File: config.mk
export PLATFORM = sky130hd
export DESIGN_NAME = gpm_pin_mux
export DESIGN_NICKNAME = d
export VERILOG_FILES = /design/src/gpm_parport_decode.v /design/src/gpm_pin_mux.v
export VERILOG_INCLUDE_DIRS = /design/src
export SDC_FILE = /design/constraint.sdc
export NUM_CORES = 1
export LEC_CHECK = 0
export BUFFER_PORTS_ARGS = -buffer_cell sky130_fd_sc_hd__buf_2
export CAP_MARGIN = 20
export CELL_PAD_IN_SITES_DETAIL_PLACEMENT = 2
export CELL_PAD_IN_SITES_GLOBAL_PLACEMENT = 2
export CORE_AREA = 2 2 114 116
export CTS_CLUSTER_SIZE = 20
export DETAILED_ROUTE_END_ITERATION = 10
export DIE_AREA = 0 0 116 118
export GPL_TIMING_DRIVEN = 0
export PLACE_DENSITY_LB_ADDON = 0.1
export SYNTH_ARGS = -nofsm -noshare
export SYNTH_HDL_FRONTEND = slang
export SYNTH_HIERARCHICAL = 1
export SYNTH_SLANG_ARGS = --single-unit
File: constraint.sdc
create_clock -name clk -period 1.9 [get_ports clk]
set_input_delay 0.19 -clock clk [delete_from_list [all_inputs] [get_ports clk]]
set_output_delay 0.19 -clock clk [all_outputs]
set_load 0.02 [all_outputs]
File: src/gpm_defines.vh
`ifndef GPM_DEFINES_VH
`define GPM_DEFINES_VH
// Register byte addresses on the Avalon-MM slave.
`define GPM_OFF_STRAP      4'h0
`define GPM_OFF_GAME       4'h1
`define GPM_OFF_POLARITY   4'h2
`define GPM_OFF_PARPORT_A  4'h3
`define GPM_OFF_PARPORT_B  4'h4
`define GPM_OFF_PD_TRI_A   4'h5
`define GPM_OFF_PD_TRI_B   4'h6
`define GPM_OFF_IR         4'h7
`define GPM_OFF_STATUS     4'h8
// Field positions.
`define GPM_BIT_GAME_OR_DMA   3
`define GPM_BIT_GAME_MODE     4
`define GPM_BIT_FDC_POL       7
`define GPM_BIT_EXT_POL       6
`define GPM_BIT_PD_POL        4
`define GPM_BIT_IR_OUT        0
`define GPM_BIT_PRTMOD_A0     2
`define GPM_BIT_PRTMOD_A1     3
`define GPM_BIT_PRTMOD_B2     7
// Reset values.
`define GPM_RST_GAME      8'h00
`define GPM_RST_POLARITY  8'h00
`define GPM_RST_PARPORT_A 8'h00
`define GPM_RST_PARPORT_B 8'h00
`define GPM_RST_PD_TRI    8'h00
`define GPM_RST_IR        8'h00
// Parallel-port modes, value of {bit2,bit1,bit0}.
`define GPM_PM_PRINTER   3'h0
`define GPM_PM_EXT_FDD   3'h1
`define GPM_PM_EXT_ADPT  3'h2
`define GPM_PM_EXT_2FDD  3'h3
`define GPM_PM_JOYSTICK  3'h4
`define GPM_PM_EPP       3'h5
`define GPM_PM_ECP       3'h6
`define GPM_PM_ECP_EPP   3'h7
`endif

File: src/gpm_parport_decode.v
`timescale 1ns/1ns
`default_nettype none
module gpm_parport_decode
(
  input  wire [2:0] mode,
  output reg        is_printer,
  output reg        is_fdd,
  output reg        is_2fdd,
  output reg        is_adapter,
  output reg        is_extended
);
`include "gpm_defines.vh"
  always @*
  begin
    is_printer  = 1'b0;
    is_fdd      = 1'b0;
    is_2fdd     = 1'b0;
    is_adapter  = 1'b0;
    is_extended = 1'b0;
    case (mode)
      `GPM_PM_PRINTER:  is_printer = 1'b1;
      `GPM_PM_EXT_FDD:  is_fdd = 1'b1;
      `GPM_PM_EXT_2FDD: is_2fdd = 1'b1;
      `GPM_PM_EXT_ADPT:
      begin
        is_adapter  = 1'b1;
        is_extended = 1'b1;
      end
      `GPM_PM_EPP, `GPM_PM_ECP, `GPM_PM_ECP_EPP: is_extended = 1'b1;
      default: is_printer = 1'b0;
    endcase
  end
endmodule // gpm_parport_decode
`default_nettype wire

File: src/gpm_pin_mux.v
// Function
// - Select bit set: game mode bit picks adapter or portable, adapter default.
// - Select bit clear: game pins carry DMA A acknowledge in, request out.
// - Adapter mode drives game read strobe and game write strobe.
// - Portable: floppy enable active in extension FDD/2FDD, polarity bit, low default.
// - Portable: extension enable active in adapter/EPP/ECP modes, polarity bit, low default.
// - Active power-down gates internal clock and tri-states selected outputs.
// - Power-down polarity from control bit, high default, undriven means inactive.
// - IR pin is fast receive input or mode-select-0 output per IR register.
// - Parallel pins take one of eight functions from three mode bits.
// - Extension FDD/2FDD: busy pin is open-drain motor-on output.
// - Extension FDD/2FDD: acknowledge pin is open-drain drive-select output.
// - Joystick mode leaves busy and acknowledge pins undriven and ignored.
// - Game-or-DMA select bit loads from strap pin at reset, default low.
//
// The implementer's own choices: the Avalon-MM interface to the registers and the register addresses.
`timescale 1ns/1ns
`default_nettype none
module gpm_pin_mux
(
  input  wire       clk,
  input  wire       rst_n,
  input  wire       clk_en,
  // Avalon-MM slave.
  input  wire [3:0] avs_address,
  input  wire       avs_read,
  input  wire       avs_write,
  input  wire [7:0] avs_writedata,
  output reg  [7:0] avs_readdata,
  output wire       avs_waitrequest,
  // Strap sampled during reset.
  input  wire       strap_game_or_dma,
  // Core-side functions.
  input  wire       game_read_req,
  input  wire       game_write_req,
  input  wire       dma_request_channel_a,
  output wire       dma_ack_channel_a,
  input  wire       ext_drive_b_motor_on,
  input  wire       ext_drive_b_select,
  output wire       ext_adapter_irq_in,
  output wire       ext_adapter_dma_req_in,
  output wire       printer_busy,
  output wire       printer_ack_n,
  input  wire       ir_mode_sel0,
  output wire       ir_fast_rx,
  input  wire [15:0] core_out_en,
  output wire [15:0] pin_out_en,
  output wire       chip_clk_enable,
  // Power-down pin: drive flag says whether the board drives it.
  input  wire       power_down_input,
  input  wire       power_down_driven,
  // Game pin 41 (read strobe / floppy enable / DMA ack).
  input  wire       game_pin_a_in,
  output wire       game_pin_a_out,
  output wire       game_pin_a_oe,
  // Game pin 39 (write strobe / extension enable / DMA request).
  output wire       game_pin_b_out,
  output wire       game_pin_b_oe,
  // Parallel busy and acknowledge pins; drive flags model pull-ups.
  input  wire       busy_pin_in,
  input  wire       busy_pin_driven,
  output wire       busy_pin_out,
  output wire       busy_pin_oe,
  input  wire       ack_pin_in,
  input  wire       ack_pin_driven,
  output wire       ack_pin_out,
  output wire       ack_pin_oe,
  // Shared IR pin.
  input  wire       ir_pin_in,
  output wire       ir_pin_out,
  output wire       ir_pin_oe
);
`include "gpm_defines.vh"
  //////////////////////////////////////////////////////////////////////////////
  reg  [7:0] strap_config_reg;
  reg  [7:0] game_config_reg;
  reg  [7:0] portable_polarity_reg;
  reg  [7:0] parport_config_reg_a;
  reg  [7:0] parport_config_reg_b;
  reg  [7:0] power_down_tristate_reg_a;
  reg  [7:0] power_down_tristate_reg_b;
  reg  [7:0] ir_config_reg;
  reg  [7:0] read_next;
  reg        rd_valid_reg;
  wire       game_or_dma_select;
  wire       game_port_mode_select;
  wire [2:0] parport_mode;
  wire       is_printer;
  wire       is_fdd;
  wire       is_2fdd;
  wire       is_adapter;
  wire       is_extended;
  wire       pd_active;
  wire       adapter_mode;
  wire       portable_mode;
  wire       floppy_on;
  wire       ext_on;
  wire       portable_floppy_enable;
  wire       portable_extension_enable;
  wire       busy_level;
  wire       ack_level;

  // A read is held off for one cycle so that the registered read data already
  // stands at the edge where the master sees waitrequest low. Writes finish at
  // once. Nothing finishes while clk_en is low, so no request is silently lost.
  assign avs_waitrequest = (~clk_en & (avs_read | avs_write)) |
                           (avs_read & ~rd_valid_reg);

  //////////////////////////////////////////////////////////////////////////////
  // Configuration registers. The strap is captured on every clock edge while reset is low, so the
  // level seen during reset becomes the power-on value.
  always @(posedge clk)
  begin
    if (!rst_n)
    begin
      strap_config_reg          <= {4'h0, strap_game_or_dma, 3'h0};
      game_config_reg           <= `GPM_RST_GAME;
      portable_polarity_reg     <= `GPM_RST_POLARITY;
      parport_config_reg_a      <= `GPM_RST_PARPORT_A;
      parport_config_reg_b      <= `GPM_RST_PARPORT_B;
      power_down_tristate_reg_a <= `GPM_RST_PD_TRI;
      power_down_tristate_reg_b <= `GPM_RST_PD_TRI;
      ir_config_reg             <= `GPM_RST_IR;
      avs_readdata              <= 8'h00;
      rd_valid_reg              <= 1'b0;
    end
    else if (clk_en)
    begin
      if (avs_write)
      begin
        case (avs_address)
          `GPM_OFF_STRAP:     strap_config_reg <= avs_writedata;
          `GPM_OFF_GAME:      game_config_reg <= avs_writedata;
          `GPM_OFF_POLARITY:  portable_polarity_reg <= avs_writedata;
          `GPM_OFF_PARPORT_A: parport_config_reg_a <= avs_writedata;
          `GPM_OFF_PARPORT_B: parport_config_reg_b <= avs_writedata;
          `GPM_OFF_PD_TRI_A:  power_down_tristate_reg_a <= avs_writedata;
          `GPM_OFF_PD_TRI_B:  power_down_tristate_reg_b <= avs_writedata;
          `GPM_OFF_IR:        ir_config_reg <= avs_writedata;
          default:            ir_config_reg <= ir_config_reg;
        endcase
      end
      if (avs_read && !rd_valid_reg)
        avs_readdata <= read_next;
      rd_valid_reg <= avs_read & ~rd_valid_reg;
    end
  end

  always @*
  begin
    case (avs_address)
      `GPM_OFF_STRAP:     read_next = strap_config_reg;
      `GPM_OFF_GAME:      read_next = game_config_reg;
      `GPM_OFF_POLARITY:  read_next = portable_polarity_reg;
      `GPM_OFF_PARPORT_A: read_next = parport_config_reg_a;
      `GPM_OFF_PARPORT_B: read_next = parport_config_reg_b;
      `GPM_OFF_PD_TRI_A:  read_next = power_down_tristate_reg_a;
      `GPM_OFF_PD_TRI_B:  read_next = power_down_tristate_reg_b;
      `GPM_OFF_IR:        read_next = ir_config_reg;
      `GPM_OFF_STATUS:    read_next = {3'h0, pd_active, ext_on, floppy_on, parport_mode[1:0]};
      default:            read_next = 8'h00;
    endcase
  end

  //////////////////////////////////////////////////////////////////////////////
  // Mode decode; everything below is combinational so a write acts at once.
  assign game_or_dma_select    = strap_config_reg[`GPM_BIT_GAME_OR_DMA];
  assign game_port_mode_select = game_config_reg[`GPM_BIT_GAME_MODE];
  assign parport_mode = {parport_config_reg_b[`GPM_BIT_PRTMOD_B2],
                         parport_config_reg_a[`GPM_BIT_PRTMOD_A1],
                         parport_config_reg_a[`GPM_BIT_PRTMOD_A0]};

  gpm_parport_decode u_decode
  (
    .mode        (parport_mode),
    .is_printer  (is_printer),
    .is_fdd      (is_fdd),
    .is_2fdd     (is_2fdd),
    .is_adapter  (is_adapter),
    .is_extended (is_extended)
  );

  // An undriven power-down pin reads as inactive whatever the polarity.
  assign pd_active = power_down_driven &
                     (power_down_input ~^ ~portable_polarity_reg[`GPM_BIT_PD_POL]);
  assign chip_clk_enable = clk_en & ~pd_active;
  assign pin_out_en = pd_active ?
                      core_out_en & ~{power_down_tristate_reg_b, power_down_tristate_reg_a} :
                      core_out_en;

  //////////////////////////////////////////////////////////////////////////////
  // Game port pins.
  assign adapter_mode  = game_or_dma_select & ~game_port_mode_select;
  assign portable_mode = game_or_dma_select &  game_port_mode_select;
  assign floppy_on = is_fdd | is_2fdd;
  assign ext_on    = is_extended;
  // Polarity bit 0 gives the default active-low level.
  assign portable_floppy_enable    = floppy_on ~^ portable_polarity_reg[`GPM_BIT_FDC_POL];
  assign portable_extension_enable = ext_on ~^ portable_polarity_reg[`GPM_BIT_EXT_POL];

  assign game_pin_a_out = adapter_mode  ? game_read_req :
                          portable_mode ? portable_floppy_enable :
                          1'b0;
  assign game_pin_a_oe  = game_or_dma_select;
  assign game_pin_b_out = adapter_mode  ? game_write_req :
                          portable_mode ? portable_extension_enable :
                          dma_request_channel_a;
  assign game_pin_b_oe  = 1'b1;
  // The acknowledge is only honoured while the pin is a DMA input.
  assign dma_ack_channel_a = ~game_or_dma_select & game_pin_a_in;

  //////////////////////////////////////////////////////////////////////////////
  // Parallel busy and acknowledge pins. Open-drain outputs only pull low, so
  // the drive enable is the motor-on or drive-select input, gated by FDD/2FDD mode.
  assign busy_level = busy_pin_driven ? busy_pin_in : 1'b1;
  assign ack_level  = ack_pin_driven  ? ack_pin_in  : 1'b1;
  assign printer_busy  = is_printer ? busy_level : 1'b0;
  assign printer_ack_n = is_printer ? ack_level  : 1'b1;
  assign ext_adapter_irq_in     = is_adapter & busy_level;
  assign ext_adapter_dma_req_in = is_adapter & ack_level;
  assign busy_pin_out = 1'b0;
  assign busy_pin_oe  = floppy_on & ext_drive_b_motor_on;
  assign ack_pin_out  = 1'b0;
  assign ack_pin_oe   = floppy_on & ext_drive_b_select;

  //////////////////////////////////////////////////////////////////////////////
  // Shared IR pin direction comes from the IR configuration register.
  assign ir_pin_oe  = ir_config_reg[`GPM_BIT_IR_OUT];
  assign ir_pin_out = ir_pin_oe & ir_mode_sel0;
  assign ir_fast_rx = ~ir_pin_oe & ir_pin_in;
endmodule // gpm_pin_mux
`default_nettype wire

==> results.yml, run 1 <==
critical_path:
  cp_data_arrival_time_ps: 1630
  path_class: "reg2out"
  cp-start-kind: "flip-flop"
  crit_path_start: "parport_config_reg_b[7]"
  cp_max_fo: 7
  cp.required_ps: 1710
  endpoint_kind: "primary output"
  reg2reg_from: "ir_config_reg[0]"
detailed_routing:
  dr.pass1.iters: 4
  drc_errors: 0
  routed_via_density: 5.342
  vias: 3862
  drt_wl_total_um: 16230
  drt_iter0_drc: 178
  wl_per_cell_um: 22.45
  ant_nets: 0
synth:
  synth-seq-area-share_pct: 38.77
  syn-mean-instance-area_um2: 8.322
  synth_edf_count: 1
  yosysWarnings: 6
  postSynthCellCount: 456
  async_reset_ff_share_pct: 0
  synth.ff_latch_count: 73
  synth_ff_type: "dfxtp_1"
  netlist_area_um2: 3795
  ys_types: 58
sta:
  slew_viol_final: 0
  max-slew-margin-rel_pct: 44.84
  clock.fmax_mhz: 550.4
  fin_worst_skew_ps: 6.256
  rsz0062_at_grt: "false"
  fin_crit_sh_pct: 95.63
  fin_hold_ws_ps: 126.6
  worstMarginPinSlew_ps: 824.4
  finalCriticalPeriod_ps: 1817
  setup_viol: 0
  hold_viol: 0
floorplan:
  die_y_um: 118
  start_util_pct: 30.57
  ios: 90
  die_w_um: 116
  dieArea_um2: 13690
  fp-row-count: 41
  coreArea_um2: 12410
cts:
  clkSlewWorstSetupHoldPaths_ps: 60
  clock_sink_count: 73
  clock_path_buffers: 2
  clk_latency_ps: 350
  htree_levels: 3
  ctsRootBufferMaster: "clkbuf_16"
  cts_buffers: 9
  cts_tree: "done"
grt:
  groute.usage.overall_pct: 24.22
  grt_pass1_vias: 4096
  grt_max_degree: 12
  grt_overflow_total: 0
  antenna_found_initial: 0
  grt_pass1_wl_um: 24340
pwr:
  ir_worst_vdd_mv: 0.3134
  leakagePower_nw: 1.897
  intPower_w: 0.002763
  switchingPower_w: 0.0009886
  seqPwrFrac_pct: 41.6
  power_density_nw_per_um2: 787.7
  switching_share_pct: 26.35
  clockPowerShare_pct: 46.6
  combPwrFrac_pct: 11.8
hold_path:
  worstHoldStart: "strap_game_or_dma"
  min-delay-path-class: "in2reg"
flow_run:
  drv_cap: 0
final_layout:
  area_growth_pct: 25.52
  fin_nets: 594
  fill_cells: 1471
  layout.cells.non_filler: 723
  final_util_pct: 38.37
  n_antenna_cell: 0
  stdcell_area_um2: 4763
  drive_gt1_share_pct: 24.32
placed_design:
  dp.cells: 705
  dpl-instance-area_um2: 4394
  gp_congestion: 0.8714
  hpwl_um: 11830
  io_buffers: 76
status:
  status: "completed"
final timing paths:
check                        endpoint  slack [ps]  cells past startpoint
setup reg to reg      avs_readdata[0]         390                      4
setup / recovery       game_pin_a_out          80                      6
hold reg to reg       avs_readdata[2]         460                      2
hold / removal    strap_config_reg[3]         130                      2
through the flow:
step / power [W] / TNS (ps) / setup WS (ps)
after floorplan: 0.001845 / 0 / 258.5
after global placement: 0.002021 / -3950 / -323.1
after detailed placement: 0.002033 / -4452 / -375.8
after CTS: 0.003766 / 0 / 23.70
after global routing: 0.003879 / 0 / 11.03
final: 0.003752 / 0 / 83.01
routing by layer:
metal | wire length [um] | vias to the layer above | GRT usage, %
met2 | 7872 | 117 | 39.51
met1 | 7160 | 1926 | 32.20
met4 | 329 | 0 | 9.152
met3 | 866 | 20 | 3.347
li1 | - | 1799 | -
met5 | 0 | - | 0
logic make-up after synthesis:
family                 share of synthesized area, %
AND/OR/NAND/NOR                               22.45
AO/OA/AOI/OAI                                 20.34
flip-flops                                    38.77
buffers and inverters                         6.495
multiplexers                                  11.05
XOR/XNOR                                     0.6925
other                                        0.1979
synthesized netlist by cell type (3+ instances only):
library cell | n | area (um2)
nor2b_1 | 9 | 56.30
nand3b_1 | 8 | 60.06
a22oi_1 | 4 | 30.03
o22ai_1 | 4 | 25.02
o21ai_0 | 21 | 105.1
dfxtp_1 | 72 | 1441
nor3_1 | 6 | 30.03
mux2_2 | 3 | 33.78
nand3_1 | 30 | 150.1
o211a_1 | 3 | 30.03
nand2_1 | 50 | 187.7
inv_1 | 7 | 26.28
a221oi_1 | 4 | 35.03
a21boi_0 | 17 | 127.6
nand2b_1 | 4 | 25.02
clkbuf_1 | 19 | 71.32
buf_2 | 14 | 70.07
and2_1 | 6 | 37.54
nor2_1 | 33 | 123.9
buf_4 | 6 | 45.04
a211oi_1 | 4 | 30.03
a21oi_1 | 42 | 210.2
mux2i_1 | 37 | 370.4
nor3b_1 | 3 | 22.52
a22o_1 | 5 | 43.79
worst max-delay path: stages (launching register included):
cell and delay, ps:
dfxtp_4 400, and3b_2 240, nor2_4 140, xnor2_1 140
nand2_1 70, o211a_1 130, buf_2 150
cells in the final DEF (no fill, tap or decap), types with 4 or more instances in the layout:
cell type / Yosys / routed
dfxtp_1: 72 / 69
mux2i_1: 37 / 37
o22ai_1: 4 / 4
o21ai_0: 21 / 21
a22oi_1: 4 / 4
nand3b_1: 8 / 8
a21boi_0: 17 / 17
and2_1: 6 / 5
clkbuf_8: 0 / 4
clkbuf_16: 0 / 10
nor2b_1: 9 / 9
clkbuf_1: 19 / 19
buf_2: 14 / 88
nand2b_1: 4 / 4
a22o_1: 5 / 5
nand2_1: 50 / 50
nor3_1: 6 / 6
a211oi_1: 4 / 4
inv_1: 7 / 7
a21oi_1: 42 / 42
nor2_1: 33 / 32
buf_4: 6 / 11
a221oi_1: 4 / 4
nand3_1: 30 / 30
power groups by stage:
stage,Clock [W],Combinational [W],Sequential [W]
2_1_floorplan,0,0.000249,0.00160
3_3_place_gp,0,0.000425,0.00160
3_5_place_dp,0,0.000435,0.00160
4_1_cts,0.00176,0.000441,0.00156
5_1_grt,0.00184,0.000478,0.00156
6_report,0.00175,0.000444,0.00156
area by class of cell:
| type | instances | area [um2] | share of cell area, % |
|---|---|---|---|
| Multi-Input combinational cell | 333 | 2103 | 44.16 |
| Sequential cell | 73 | 1480 | 31.07 |
| Timing Repair Buffer | 79 | 407.9 | 8.563 |
| Clock buffer | 15 | 299.0 | 6.278 |
| Buffer | 42 | 222.7 | 4.676 |
| Tap cell | 172 | 215.2 | 4.518 |
| Inverter | 8 | 30.03 | 0.6304 |
| Clock inverter | 1 | 5.005 | 0.1051 |
what timing repair did:
item                                    CTS  global route
cloned                                    0             0
pin swaps                                 0             2
endpoints found under the setup margin   21            12
setup buffers                             0             3
resized for setup                        13             3
endpoints found under the hold margin     0             0
hold buffers                              0             0
Note: power is estimated with default switching activity, not from simulation.
==> run 2: changes to the inputs <==
- ABC_AREA: default -> 1
- CORE_AREA: 2 2 114 116 -> 2 2 117 119
- DIE_AREA: 0 0 116 118 -> 0 0 119 121
- SKIP_CTS_REPAIR_TIMING: default -> 1
==> run 2 against run 1 <==
Design area down 2.0%; first-iteration DRC count down 13%; combinational power decreased by 8.8%; synthesized cell count increased by 20%; final cell count rose by 14%; clock-buffer cell count is 3 lower; clock power rose by 18%; setup slack improved by 16 ps; critical endpoint is now pin_out_en[7]; flip-flop and latch count is the same; total power grew 7.5%; largest power group unchanged; global-route usage shrank 1.6 points; via count increased by 6.4%.
==> results.yml, run 2 <==
floorplan:
  fp-row-count: 42
  coreArea_um2: 13090
  die_w_um: 119
  ios: 90
  dieArea_um2: 14400
  start_util_pct: 27.69
  die_y_um: 121
synth:
  synth_top_cell_area_share_pct: 39.78
  synth_ff_type: "dfxtp_1"
  synth_common_cells: "nand2_1 (120), nand3_1 (90), a21oi_1 (74), dfxtp_1 (72), inv_1 (54)"
  syn-mean-instance-area_um2: 6.636
  async_reset_ff_share_pct: 0
  synth_edf_count: 1
  synth.ff_latch_count: 73
  synth-seq-area-share_pct: 40.61
  synth_area_leader_cell: "dfxtp_1"
  ys_types: 22
  ys_top_cells_by_area: "dfxtp_1 (40%), nand2_1 (12%), nand3_1 (12%)"
  postSynthCellCount: 546
  yosysWarnings: 6
  netlist_area_um2: 3623
  yosysMostFrequentCell: "nand2_1"
placed_design:
  pre_cts_ws_ps: -182.9
  gp_congestion: 0.8196
  dp.cells: 809
  hpwl_um: 11800
  io_buffers: 86
final_layout:
  final_common_cell: "nand2_1"
  layout.cells.non_filler: 827
  n_antenna_cell: 0
  drive_gt1_share_pct: 19.82
  area_growth_pct: 28.76
  final_cell_mix: "nand2_1 (120), buf_2 (94), nand3_1 (90)"
  fin_nets: 694
pwr:
  ir_worst_vdd_mv: 0.3212
  power_density_nw_per_um2: 864.4
  p_total_w: 0.004033
  leakagePower_nw: 1.979
critical_path:
  endpoint_kind: "primary output"
  cp.required_ps: 1710
  cp-start-kind: "flip-flop"
  cp_data_arrival_time_ps: 1610
  path_class: "reg2out"
  cp_max_fo: 10
detailed_routing:
  wl_per_cell_um: 19.04
  dr.pass1.iters: 5
  drc_errors: 0
  drt_wl_total_um: 15750
  drt_iter0_drc: 154
  vias: 4111
  routed_via_density: 4.971
  ant_nets: 0
sta:
  clock.fmax_mhz: 555.2
  tns_ps: 0
  fin_hold_ws_ps: 160.0
  setup_viol: 0
  fin_crit_sh_pct: 94.79
  worstMarginPinSlew_ps: 688.9
  max-slew-margin-rel_pct: 53.90
  finalCriticalPeriod_ps: 1801
  hold_viol: 0
  fin_worst_skew_ps: 4.620
  slew_viol_final: 0
  setup_ws_ps: 98.98
grt:
  grt_overflow_total: 0
  grt_max_degree: 13
  groute.usage.overall_pct: 22.64
  use_met3_pct: 3.618
  grt-busiest-layer: "met2"
  grt_pass1_vias: 4336
  grt_util_met2_pct: 39.40
  grt_pass1_wl_um: 24520
  antenna_found_initial: 0
  use_met1_pct: 29.07
status:
  status: "completed"
cts:
  ctsRootBufferMaster: "clkbuf_16"
  cts_buffers: 9
  clkSlewWorstSetupHoldPaths_ps: 60
  clock_sink_count: 73
  htree_levels: 3
  cts_tree: "done"
  clock_path_buffers: 2
  clk_latency_ps: 350
hold_path:
  min-delay-path-class: "in2reg"
flow_run:
  drv_cap: 0
==> run 2: changes by cell type after synthesis, moves of 17 or more <==
cell	before	now
inv_1	7	54
a21oi_1	42	74
o21ai_0	21	38
nand3_1	30	90
mux2i_1	37	0
nand2_1	50	120
==> run 2: final cells by class <==
cell class / instances / area (um2)
Multi-Input combinational cell: 387 / 1804
Sequential cell: 73 / 1478
Clock buffer: 12 / 256.5
Inverter: 57 / 214.0
Timing Repair Buffer: 88 / 445.4
Fill cell: 1599 / 8419
Clock inverter: 4 / 98.84
Buffer: 30 / 148.9
Tap cell: 176 / 220.2
==> run 2: per-layer routing <==
layer / part of all wire, % / vias to the layer above / wire [um]
met5: 0 / - / 0
met4: 1.5 / 0 / 238
met3: 4.5 / 15 / 708
met2: 49 / 95 / 7663
met1: 45 / 2014 / 7136
li1: - / 1987 / -
==> run 2: worst max-delay path, cell delays in order (launching register included) <==
cell and delay [ps]:
dfxtp_1 360, nand2_1 80, nand2_1 80, nor2_4 240, buf_4 220, a21boi_0 100, buf_2 170
==> run 2: path summary, 6_finish.rpt <==
| check | slack (ps) | cells after the start | endpoint | from |
|---|---|---|---|---|
| min | 160 | 3 | strap_config_reg[3] | strap_game_or_dma |
| min reg2reg | 460 | 2 | game_config_reg[1] | game_config_reg[1] |
| max | 100 | 6 | pin_out_en[7] | portable_polarity_reg[4] |
| max reg2reg | 450 | 11 | avs_readdata[2] | parport_config_reg_b[7] |
==> run 2: power breakdown <==
| group | internal (W) | switching, W | leakage (nW) |
|---|---|---|---|
| Combinational | 0.000121 | 0.000284 | 1.21 |
| Clock | 0.00136 | 0.000704 | 0.173 |
| Sequential | 0.00155 | 0.0000161 | 0.592 |
| Total | 0.00303 | 0.00100 | 1.98 |
==> run 2: per-stage QoR <==
stage | area (um2) | utilization, %
after floorplan | 3627 | -
after global placement | 4278 | 32.69
after detailed placement | 4278 | 32.69
after CTS | 4633 | 35.41
after global routing | 4666 | 35.66
final | 4666 | 35.66
==> run 2: kinds of logic after synthesis <==
| group | synth area share (%) |
|---|---|
| flops | 40.61 |
| simple gates | 29.45 |
| xor+xnor | 0.2418 |
| other cells | 0.2073 |
| compound gates | 19.58 |
| buf+inv | 9.910 |
